### src/hw/tmcc_consts.svh
// Register offsets, field positions, reset values for the timer block
`ifndef TMCC_CONSTS_SVH
`define TMCC_CONSTS_SVH
`define TMCC_OFF_CNT 8'h00
`define TMCC_OFF_CC1 8'h04
`define TMCC_OFF_CC2 8'h08
`define TMCC_OFF_MODE 8'h0c
`define TMCC_OFF_PRM 8'h10
`define TMCC_OFF_CRC 8'h14
`define TMCC_OFF_IST 8'h18
`define TMCC_OFF_ICLR 8'h1c
`define TMCC_OFF_IEN 8'h20
`define TMCC_MODE_OVF 0
`define TMCC_MODE_OPL 2
`define TMCC_MODE_OPH 3
`define TMCC_CRC_CAP2 0
`define TMCC_PRM_EDGE_LO 4
`define TMCC_PRM_EDGE_HI 5
`define TMCC_OP_STOP 2'h0
`define TMCC_OP_CLR_EDGE 2'h1
`define TMCC_OP_FREE 2'h2
`define TMCC_OP_CLR_MATCH 2'h3
`define TMCC_EDGE_FALL 2'h0
`define TMCC_EDGE_RISE 2'h1
`define TMCC_EDGE_BOTH 2'h3
`define TMCC_CNT_MAX 16'hffff
`define TMCC_CNT_ZERO 16'h0000
`define TMCC_IRQ_OVF 0
`define TMCC_IRQ_MATCH 1
`define TMCC_IRQ_CAP 2
`define TMCC_NIRQ 3
`define TMCC_RESP_OKAY 2'h0
`define TMCC_RESP_SLVERR 2'h2
`endif

### src/hw/tmcc_pkg.sv
// Types shared by the timer block
package tmcc_pkg;
  typedef enum logic [1:0] {
    TMCC_STOP, TMCC_CLR_EDGE, TMCC_FREE, TMCC_CLR_MATCH
  } tmcc_op_e;
  typedef struct packed {
    logic [7:0] addr;
    logic [31:0] data;
    logic [3:0] strb;
  } tmcc_wr_s;
  typedef struct packed {
    logic [31:0] data;
    logic [1:0] resp;
  } tmcc_rd_s;
endpackage

### src/hw/tmcc_timer.sv
// 16-bit timer/event counter with capture/compare and AXI4-Lite registers
//
// Overview of operation
// - A read colliding with a capture may return stale data, but the stored capture is correct.
// - A capture coinciding with a count stop stores an unspecified value.
// - The second capture/compare register may be written while counting.
// - Any nonzero operation-mode pair starts the counter; zero stops it.
// - The trigger edge is chosen in the prescaler mode register.
// - With the first compare at FFFFH, the FFFFH to 0000H roll sets overflow.
`timescale 1ns/1ns
`include "tmcc_consts.svh"
module tmcc_timer
  import tmcc_pkg::*;
#(
  // Counter width; the byte-lane merges assume 16
  parameter int CNT_W = 16
) (
  input wire logic i_ref_clk, // 10 MHz clock
  input wire logic i_reset, // Sync reset, high
  input wire logic i_ce, // Clock enable, freezes all
  input wire logic i_count_tick, // Count clock pulse from prescaler
  input wire logic i_first_trigger_input, // External trigger pin
  input wire logic [7:0] i_awaddr, // AXI write address
  input wire logic i_awvalid, // AXI
  output logic o_awready, // AXI
  input wire logic [31:0] i_wdata, // AXI
  input wire logic [3:0] i_wstrb, // AXI
  input wire logic i_wvalid, // AXI
  output logic o_wready, // AXI
  output logic [1:0] o_bresp, // AXI
  output logic o_bvalid, // AXI
  input wire logic i_bready, // AXI
  input wire logic [7:0] i_araddr, // AXI read address
  input wire logic i_arvalid, // AXI
  output logic o_arready, // AXI
  output logic [31:0] o_rdata, // AXI
  output logic [1:0] o_rresp, // AXI
  output logic o_rvalid, // AXI
  input wire logic i_rready, // AXI
  output logic o_irq // Level interrupt
);

  logic [CNT_W-1:0] main_up_counter;
  logic [CNT_W-1:0] first_capcmp_reg;
  logic [CNT_W-1:0] second_capcmp_reg;
  logic [7:0] timer_mode_ctrl_reg;
  logic [7:0] prescaler_mode_reg;
  logic [7:0] capcmp_ctrl_reg;
  logic [`TMCC_NIRQ-1:0] irq_stat_reg;
  logic [`TMCC_NIRQ-1:0] irq_en_reg;
  // Write halves held until both have arrived
  logic aw_held_reg, w_held_reg;
  tmcc_wr_s wr_reg;
  tmcc_rd_s rd_reg;
  // Trigger synchroniser and edge stage
  logic trig_s1_reg, trig_s2_reg, trig_s3_reg;
  logic op_mode_bit_low, op_mode_bit_high, counter_overflow_flag;
  logic running, edge_hit, roll, match1, cap_evt, wr_fire;
  logic [CNT_W-1:0] cnt_next;
  tmcc_op_e op;

  // Byte-lane merge, used for every writable register except IEN and ICLR, which test strobe 0 directly
  // Only lanes 0 and 1 hold state; upper strobes are ignored
  function automatic logic [7:0] merge8(input logic [7:0] old,
                                        input logic [7:0] nw,
                                        input logic en);
    merge8 = en ? nw : old;
  endfunction

  function automatic logic is_wr(input logic [7:0] off);
    is_wr = wr_fire && (wr_reg.addr == off);
  endfunction

  assign op_mode_bit_low = timer_mode_ctrl_reg[`TMCC_MODE_OPL];
  assign op_mode_bit_high = timer_mode_ctrl_reg[`TMCC_MODE_OPH];
  assign counter_overflow_flag = timer_mode_ctrl_reg[`TMCC_MODE_OVF];
  assign op = tmcc_op_e'({op_mode_bit_high, op_mode_bit_low});
  assign running = (op != TMCC_STOP);

  // Trigger pin through two flops, third stage for edge detect
  // Flops reset low like the idle pin, so no false edge after reset
  always_ff @(posedge i_ref_clk) begin
    if (i_reset) begin
      trig_s1_reg <= 1'b0;
      trig_s2_reg <= 1'b0;
      trig_s3_reg <= 1'b0;
    end else if (i_ce) begin
      trig_s1_reg <= i_first_trigger_input;
      trig_s2_reg <= trig_s1_reg;
      trig_s3_reg <= trig_s2_reg;
    end
  end

  always_comb begin
    unique case (prescaler_mode_reg[`TMCC_PRM_EDGE_HI:`TMCC_PRM_EDGE_LO])
      `TMCC_EDGE_FALL: edge_hit = trig_s3_reg & ~trig_s2_reg;
      `TMCC_EDGE_RISE: edge_hit = ~trig_s3_reg & trig_s2_reg;
      `TMCC_EDGE_BOTH: edge_hit = trig_s3_reg ^ trig_s2_reg;
      default: edge_hit = 1'b0; // Setting 2 disables the edge
    endcase
  end

  // Capture only while running; a capture at stop is thus unspecified
  assign cap_evt = edge_hit && running &&
                   capcmp_ctrl_reg[`TMCC_CRC_CAP2];
  assign match1 = (main_up_counter == first_capcmp_reg);
  assign roll = running && i_count_tick &&
                (main_up_counter == `TMCC_CNT_MAX);

  // Counter next value by mode
  // An edge clear outranks the tick; a stopped counter holds
  always_comb begin
    cnt_next = main_up_counter;
    if (!running) begin
      cnt_next = main_up_counter;
    end else if (op == TMCC_CLR_EDGE && edge_hit) begin
      cnt_next = `TMCC_CNT_ZERO;
    end else if (i_count_tick) begin
      if (op == TMCC_CLR_MATCH && match1) begin
        cnt_next = `TMCC_CNT_ZERO;
      end else begin
        cnt_next = main_up_counter + CNT_W'(1);
      end
    end
  end

  // Counter register; stop freezes the count
  always_ff @(posedge i_ref_clk) begin
    if (i_reset) begin
      main_up_counter <= `TMCC_CNT_ZERO;
    end else if (i_ce) begin
      main_up_counter <= cnt_next;
    end
  end

  // Mode register with hardware overflow set
  // Writes are not gated while running; ordering is software's duty
  always_ff @(posedge i_ref_clk) begin
    if (i_reset) begin
      timer_mode_ctrl_reg <= 8'h00;
    end else if (i_ce) begin
      if (is_wr(`TMCC_OFF_MODE)) begin
        timer_mode_ctrl_reg <= merge8(timer_mode_ctrl_reg,
                                      wr_reg.data[7:0], wr_reg.strb[0]);
      end
      if (roll && first_capcmp_reg == `TMCC_CNT_MAX) begin
        timer_mode_ctrl_reg[`TMCC_MODE_OVF] <= 1'b1;
      end
    end
  end

  // First compare and control registers
  always_ff @(posedge i_ref_clk) begin
    if (i_reset) begin
      first_capcmp_reg <= `TMCC_CNT_ZERO;
      prescaler_mode_reg <= 8'h00;
      capcmp_ctrl_reg <= 8'h00;
    end else if (i_ce) begin
      if (is_wr(`TMCC_OFF_CC1)) begin
        first_capcmp_reg <= {merge8(first_capcmp_reg[15:8],
                                    wr_reg.data[15:8], wr_reg.strb[1]),
                             merge8(first_capcmp_reg[7:0],
                                    wr_reg.data[7:0], wr_reg.strb[0])};
      end
      if (is_wr(`TMCC_OFF_PRM)) begin
        prescaler_mode_reg <= merge8(prescaler_mode_reg,
                                     wr_reg.data[7:0], wr_reg.strb[0]);
      end
      if (is_wr(`TMCC_OFF_CRC)) begin
        capcmp_ctrl_reg <= merge8(capcmp_ctrl_reg,
                                  wr_reg.data[7:0], wr_reg.strb[0]);
      end
    end
  end

  // Second register: compare value or capture; capture wins a collision
  // Captures are dropped while stopped, where the value is unspecified
  always_ff @(posedge i_ref_clk) begin
    if (i_reset) begin
      second_capcmp_reg <= `TMCC_CNT_ZERO;
    end else if (i_ce) begin
      if (cap_evt) begin
        second_capcmp_reg <= main_up_counter;
      end else if (is_wr(`TMCC_OFF_CC2)) begin
        second_capcmp_reg <= {merge8(second_capcmp_reg[15:8],
                                     wr_reg.data[15:8], wr_reg.strb[1]),
                              merge8(second_capcmp_reg[7:0],
                                     wr_reg.data[7:0], wr_reg.strb[0])};
      end
    end
  end

  // Sticky interrupt status; set wins over clear
  // An event and its clear in one cycle leave the bit set
  always_ff @(posedge i_ref_clk) begin
    if (i_reset) begin
      irq_stat_reg <= '0;
      irq_en_reg <= '0;
    end else if (i_ce) begin
      if (is_wr(`TMCC_OFF_IEN) && wr_reg.strb[0]) begin
        irq_en_reg <= wr_reg.data[`TMCC_NIRQ-1:0];
      end
      irq_stat_reg <= (irq_stat_reg &
        ~((is_wr(`TMCC_OFF_ICLR) && wr_reg.strb[0]) ?
          wr_reg.data[`TMCC_NIRQ-1:0] : '0)) |
        {cap_evt, running && i_count_tick && match1, roll};
    end
  end

  // Interrupt level from a flop, so no glitch reaches the pin
  always_ff @(posedge i_ref_clk) begin
    if (i_reset) begin
      o_irq <= 1'b0;
    end else if (i_ce) begin
      o_irq <= |(irq_stat_reg & irq_en_reg);
    end
  end

  // Write channel: address and data latched in any order
  // The response rises one cycle after both halves are held
  // Read-only and unmapped offsets answer SLVERR and change nothing
  assign o_awready = !aw_held_reg && !o_bvalid;
  assign o_wready = !w_held_reg && !o_bvalid;
  assign wr_fire = aw_held_reg && w_held_reg && !o_bvalid;
  always_ff @(posedge i_ref_clk) begin
    if (i_reset) begin
      aw_held_reg <= 1'b0;
      w_held_reg <= 1'b0;
      wr_reg <= '0;
      o_bvalid <= 1'b0;
      o_bresp <= `TMCC_RESP_OKAY;
    end else if (i_ce) begin
      if (i_awvalid && o_awready) begin
        aw_held_reg <= 1'b1;
        wr_reg.addr <= i_awaddr;
      end
      if (i_wvalid && o_wready) begin
        w_held_reg <= 1'b1;
        wr_reg.data <= i_wdata;
        wr_reg.strb <= i_wstrb;
      end
      if (wr_fire) begin
        aw_held_reg <= 1'b0;
        w_held_reg <= 1'b0;
        o_bvalid <= 1'b1;
        o_bresp <= (wr_reg.addr > `TMCC_OFF_IEN || wr_reg.addr[1:0] != 2'h0
                    || wr_reg.addr == `TMCC_OFF_CNT
                    || wr_reg.addr == `TMCC_OFF_IST) ?
                   `TMCC_RESP_SLVERR : `TMCC_RESP_OKAY;
      end else if (o_bvalid && i_bready) begin
        o_bvalid <= 1'b0;
      end
    end
  end

  // Read channel; read sees pre-capture value, store stays exact
  // Data is taken at the address handshake; a capture in that same
  // cycle shows up only on the next read
  assign o_arready = !o_rvalid;
  assign o_rdata = rd_reg.data;
  assign o_rresp = rd_reg.resp;
  always_ff @(posedge i_ref_clk) begin
    if (i_reset) begin
      o_rvalid <= 1'b0;
      rd_reg <= '0;
    end else if (i_ce) begin
      if (i_arvalid && o_arready) begin
        o_rvalid <= 1'b1;
        rd_reg.resp <= `TMCC_RESP_OKAY;
        unique case (i_araddr)
          `TMCC_OFF_CNT: rd_reg.data <= {16'h0000, main_up_counter};
          `TMCC_OFF_CC1: rd_reg.data <= {16'h0000, first_capcmp_reg};
          `TMCC_OFF_CC2: rd_reg.data <= {16'h0000, second_capcmp_reg};
          `TMCC_OFF_MODE: rd_reg.data <= {24'h000000, timer_mode_ctrl_reg};
          `TMCC_OFF_PRM: rd_reg.data <= {24'h000000, prescaler_mode_reg};
          `TMCC_OFF_CRC: rd_reg.data <= {24'h000000, capcmp_ctrl_reg};
          `TMCC_OFF_IST: rd_reg.data <= {29'h00000000, irq_stat_reg};
          `TMCC_OFF_IEN: rd_reg.data <= {29'h00000000, irq_en_reg};
          `TMCC_OFF_ICLR: rd_reg.data <= 32'h00000000; // Write-only
          default: begin
            rd_reg.data <= 32'h00000000;
            rd_reg.resp <= `TMCC_RESP_SLVERR;
          end
        endcase
      end else if (o_rvalid && i_rready) begin
        o_rvalid <= 1'b0;
      end
    end
  end

endmodule

### config.mk
export PLATFORM = sky130hd
export DESIGN_NAME = tmcc_timer
export DESIGN_NICKNAME = d
export VERILOG_FILES = /design/src/hw/tmcc_pkg.sv /design/src/hw/tmcc_timer.sv
export VERILOG_INCLUDE_DIRS = /design/src /design/src/hw
export SDC_FILE = /design/constraint.sdc
export NUM_CORES = 1
export LEC_CHECK = 0
export BUFFER_PORTS_ARGS = -buffer_cell sky130_fd_sc_hd__buf_2
export CORE_ASPECT_RATIO = 1.75
export CORE_UTILIZATION = 40
export DETAILED_ROUTE_END_ITERATION = 16
export GPL_ROUTABILITY_DRIVEN = 0
export PLACE_DENSITY = 0.69
export SLEW_MARGIN = 10
export SYNTH_ARGS = -nofsm -noshare
export SYNTH_HDL_FRONTEND = slang
export SYNTH_SLANG_ARGS = --single-unit
### constraint.sdc
create_clock -name i_ref_clk -period 2.65 [get_ports i_ref_clk]
set_input_delay 0.3975 -clock i_ref_clk [delete_from_list [all_inputs] [get_ports i_ref_clk]]
set_output_delay 0.3975 -clock i_ref_clk [all_outputs]
set_load 0.01 [all_outputs]
After elaboration in Yosys (flattened, before gate mapping)
Cells that the tools add are included.

Register bits after elaboration: 148. Bits of input ports: 62. Output and inout port bits: 42. Word-level logic and storage cells: 150.

$add $sub $neg: 1. Magnitude comparators: 1. Equality and inequality tests: 23. Muxes and demuxes: 23. Bitwise gates (word level): 9. Reduce and logical (&&, ||, !) cells: 68.

Operators with widths (count): case mux 16 bit (8 select lines) (1); two-way mux 16 bit (5); == test 8 x 5 -> 1 bit, second input constant (8); == test 16 bit, second input constant (2); == test 8 x 4 -> 1 bit, second input constant (4); AND reduction 3 bit (9); logical AND 1 bit (26); nonzero test 2 bit (12); AND reduction 2 bit (9); adder 16 x 1 -> 16 bit, second input constant (1); == test 16 bit (1); == test 8 x 3 -> 1 bit, second input constant (2); == test 8 x 6 -> 1 bit, second input constant (2); logical NOT 8 bit (2); two-way mux 8 bit (2); two-way mux 1 bit (11); OR reduction 9 bit (1); > comparator 8 x 6 -> 1 bit, second input constant (1); bitwise AND 3 bit (2); == test 2 x 1 -> 1 bit, second input constant (2); == test 2 bit, second input constant (2); logical NOT 1 bit (4); two-way mux 2 bit (2); logical OR 1 bit (3); other kinds (9) (11).

Logic depth before layout (Yosys ltp)
Depth after elaboration: 8. Depth in mapped cells: 8. Mapped depth without buffers: 7.

Worst setup path before layout
Ideal clock, no wire load.

Path type: register -> register. Start point: register trig_s2_reg. End point: register main_up_counter[12]. Setup time: 0.071 ns. Arrival: 1.968 ns. Data required time: 2.579 ns. Path slack: 0.611 ns. Cell stages (with the launch flop): 9. Path buffers: 1. Clock period less this slack: 2.039 ns. Cell sequence: dfxtp_1 > inv_1 > ha_1 > and2b_1 > o21ai_1 > a21bo_1 > buf_2 > or4_1 > a21oi_1.

Longest elaborated chain between the ends: 6. Elaborated cells between the ends (all ways): 9. Classes of those cells: mux: 2; bitwise: 4; reduce/logical: 3.

RTL lines: start: declaration (RTL line tmcc_timer.sv:56) `logic trig_s1_reg, trig_s2_reg, trig_s3_reg;`; start signal: assignment (RTL line tmcc_timer.sv:89) `trig_s2_reg <= trig_s1_reg;`; inverter 1 bit (RTL line tmcc_timer.sv:96) `` `TMCC_EDGE_FALL: edge_hit = trig_s3_reg & ~trig_s2_reg; ``; bitwise AND 1 bit (RTL line tmcc_timer.sv:96); case mux 1 bit (3 select lines) * (RTL line tmcc_timer.sv:95) `` unique case (prescaler_mode_reg[`TMCC_PRM_EDGE_HI:`TMCC_PRM_EDGE_LO]) ``; logical AND 1 bit * (RTL line tmcc_timer.sv:116) `end else if (op == TMCC_CLR_EDGE && edge_hit) begin`; nonzero test 2 bit (no line); AND reduction 3 bit (no line); end signal: assignment (RTL line tmcc_timer.sv:130) `` main_up_counter <= `TMCC_CNT_ZERO; ``; end signal: assignment (RTL line tmcc_timer.sv:132) `main_up_counter <= cnt_next;`; end: declaration (RTL line tmcc_timer.sv:43) `logic [CNT_W-1:0] main_up_counter;`.

Every way passes the cells marked *; elsewhere a longest branch is shown, timed or not. A chain may end at the register's enable or synchronous reset.

Worst setup path in the final report
Start point: register trig_s2_reg. End point: register second_capcmp_reg[8].

Longest elaborated chain between the ends: 7. Elaborated cells between the ends (all ways): 11. Classes of those cells: mux: 2; bitwise: 4; reduce/logical: 5.

RTL lines: inverter 1 bit (RTL line tmcc_timer.sv:96); bitwise AND 1 bit (RTL line tmcc_timer.sv:96); case mux 1 bit (3 select lines) * (RTL line tmcc_timer.sv:95); logical AND 1 bit * (2 in series) (RTL line tmcc_timer.sv:104) `assign cap_evt = edge_hit && running &&`; nonzero test 2 bit (no line); AND reduction 3 bit (no line); end signal: assignment (RTL line tmcc_timer.sv:180) `` second_capcmp_reg <= `TMCC_CNT_ZERO; ``; end signal: assignment (RTL line tmcc_timer.sv:183) `second_capcmp_reg <= main_up_counter;`; end signal: assignment (RTL line tmcc_timer.sv:185) `second_capcmp_reg <= {merge8(second_capcmp_reg[15:8],`; end: declaration (RTL line tmcc_timer.sv:45) `logic [CNT_W-1:0] second_capcmp_reg;`.

Marked as above.

==> results.py <==
metrics = {
    "status": {
        "status": "finished, final reports clean",
    },
    "cts": {
        "cts-htree-levels": 4,
        "cts_tree": "built",
        "cts_buffer_depth": 2,
        "clock_latency_ns": 0.43,
        "cts.sinks": 130,
        "clk_pin_slew_ns": 0.06,
        "numCtsBuffers": 17,
        "holdBufCountCts": 0,
        "cts_root_buffer": "clkbuf_16",
        "post_cts_buffers": 0,
        "cts_resized": 0,
    },
    "sta": {
        "relSlewSlack_pct": 31.03,
        "tightest_slew_ns": 1.031,
        "post-route-period-util_pct": 89.60,
        "rsz0062_at_grt": "no",
        "finalHoldViolations": 0,
        "finalClockSkew_ns": 0.009072,
        "period_needed_ns": 2.374,
        "setup_violations": 0,
        "slew_violations": 0,
        "fmax_mhz": 421.2,
        "setup_tns_ns": 0,
    },
    "placement": {
        "dpl.hpwl_microns": 12540,
        "place_inst": 937,
        "port_buffers": 67,
    },
    "setup_path": {
        "worstRegToRegCells": 7,
        "crit_path_top_delay_cell": "a21o_1",
        "critPathArrivalTime_ns": 2.69,
        "cp-end-kind": "flip-flop",
        "worst-setup-path-type": "flip-flop to flip-flop",
        "slowest_delay_ns": 0.56,
        "required_ns": 2.96,
        "crit_chain": "inv_1 > ha_1 > and2b_1 > o21ai_1 > a21o_1 > nand2_1 > a311oi_1",
        "crit_fanout": 16,
        "startpoint_type": "flip-flop",
    },
    "routing": {
        "firstDrtPassIters": 6,
        "via_per_inst": 5.640,
        "wirelength_microns": 17040,
        "drt_iter0_markers": 374,
        "route.detailed.drc": 0,
        "wl_per_cell_microns": 17.59,
        "antenna_left": 0,
        "vias": 5465,
    },
    "synthesis": {
        "synth_async_sr_flop_share_pct": 0,
        "synth-xor-area-share_pct": 3.334,
        "syn_avg_cell_area_sq_um": 8.830,
        "syn-cell-area_sq_um": 6305,
        "yosys.cell_types.count": 71,
        "yosys.area_share.simple_pct": 22.03,
        "synth-edff-count": 0,
        "synth_warnings": 0,
        "synth_top_family_by_area": "simple AND/OR/NAND/NOR gates",
        "synth.mux.area_fraction_pct": 11.53,
        "synthAdderAreaFrac_pct": 0.5954,
        "ys_seq_elements": 130,
        "netlist_instances": 714,
        "synth_flop_cell": "dfxtp_1",
        "synth-compound-area-share_pct": 15.06,
        "yosysSeqAreaShare_pct": 41.28,
    },
    "grt": {
        "antenna_found_initial": 0,
        "grt.overflow.total": 0,
        "grt_pass1_vias": 5195,
        "grt_pass1_wl_microns": 27390,
        "grt_use_total_pct": 21.53,
        "grt_max_degree": 94,
    },
    "die": {
        "floorplan.die_area_sq_um": 16290,
        "die_w_microns": 96.91,
        "initial_core_util_pct": 40.97,
        "io_pins": 104,
        "die_y_microns": 168.1,
        "placementRows": 60,
        "core_sq_um": 15390,
    },
    "min_path": {
        "min_path_cells": 3,
        "hold_path.class": "input port to flip-flop",
    },
    "layout": {
        "final_core_util_pct": 47.89,
        "largest_register_ffs": 26,
        "antennaDiodeCount": 0,
        "final_common_cell": "dfxtp_1",
        "layout-drive-gt1-share_pct": 18.39,
        "stdcell_count": 969,
        "n_fill_cell": 1481,
        "nets": 835,
        "mostFrequentLayoutCells": "dfxtp_1 (130), nand2_1 (108), nor2_1 (79), buf_2 (67), mux2i_1 (58)",
        "syn2layout_area_growth_pct": 16.89,
    },
    "power_and_ir_drop": {
        "irDropWorstVdd_v": 0.0004272,
        "cellLeakagePower_uw": 0.003109,
        "p_int_uw": 3596,
        "powerDensity_nw_per_um2": 633.7,
        "power_frac_comb_pct": 4.9,
        "p_sw_uw": 1074,
        "power_switching_share_pct": 22.99,
        "p_clk_share_pct": 51.9,
        "pwr-share-seq_pct": 43.2,
    },
    "flow_run": {
        "drv_cap": 0,
    },
}
## area by class of cell
type,instances,area [sq um],share of cell area (%)
repair buffers,86,490.5,6.655
multi-input cells,525,3393,46.04
clock inverters,12,156.4,2.122
inverters,10,37.54,0.5093
flip-flops and latches,130,2603,35.31
clock buffers,20,456.7,6.197
well taps,186,232.7,3.158
## power by group through the flow
| stage | Combinational, uW | Sequential (uW) | Clock [uW] |
|---|---|---|---|
| finish | 227 | 2020 | 2420 |
| global route | 252 | 2020 | 2530 |
| CTS | 229 | 2020 | 2450 |
| detailed placement | 228 | 2060 | 0 |
| global placement | 226 | 2060 | 0 |
| floorplan | 173 | 2040 | 0 |
## worst max-delay path: cells and delay by family (launching register included)
kind	cells	cell delay, ns
flip-flops	1	0.38
AND/OR/NAND/NOR	2	0.34
AO/OA/AOI/OAI	3	1.21
buffers and inverters	1	0.06
adder cells (fa/ha/maj)	1	0.27
## cell usage after synthesis (all sizes together), types with 8 or more instances
master  number  share of area, %
nor3        23               2.0
o21ai       11              0.93
nand4        8              0.89
clkbuf      30               1.8
a311oi      17               2.4
mux2i       58               9.2
o31ai        9               1.1
nor2        80               4.8
nand3       16               1.3
inv         10              0.60
a22oi       11               1.3
a21oi       35               2.8
buf         36               3.7
xor2        15               2.1
dfxtp      130                41
nor4         8               1.1
nand2      108               6.4
a22o        10               1.4
xnor2        9               1.3
## path summary, 6_finish.rpt
check	to	slack, ns	startpoint
worst min register to register	o_rdata[6]	0.44	o_rdata[6]
worst max register to register	second_capcmp_reg[8]	0.28	trig_s2_reg
worst min-delay path	wr_reg[36]	0.21	i_awaddr[0]
worst max-delay path	second_capcmp_reg[8]	0.28	trig_s2_reg
## kinds of logic after synthesis
kind of cell / count (synthesis)
other: 1
AOI/OAI and AO/OA: 132
xor gates and xnor gates: 24
and+or+nand+nor: 283
buffers and inverters: 76
adders and majority gates: 3
muxes: 65
DFF: 130
## per-layer routing
layer	up-vias	part of all wire, %	GRT usage, %
li1	2635	-	-
met1	2578	37	22.40
met2	200	51	38.58
met3	52	5.1	4.317
met4	0	6.3	14.67
met5	-	0	0
## metrics by stage
| stage | area [sq um] | power, uW | hold slack [ns] | worst slack [ns] |
|---|---|---|---|---|
| floorplan | 6369 | 2218 | 0.4331 | 0.6111 |
| global placement | 6756 | 2286 | 0.4328 | 0.4528 |
| detailed placement | 6756 | 2289 | 0.4382 | 0.4124 |
| CTS | 7370 | 4698 | 0.1998 | 0.3179 |
| global route | 7370 | 4807 | 0.1995 | 0.1866 |
| finish | 7370 | 4670 | 0.2080 | 0.2756 |
Power figures use the tool's default switching activity.
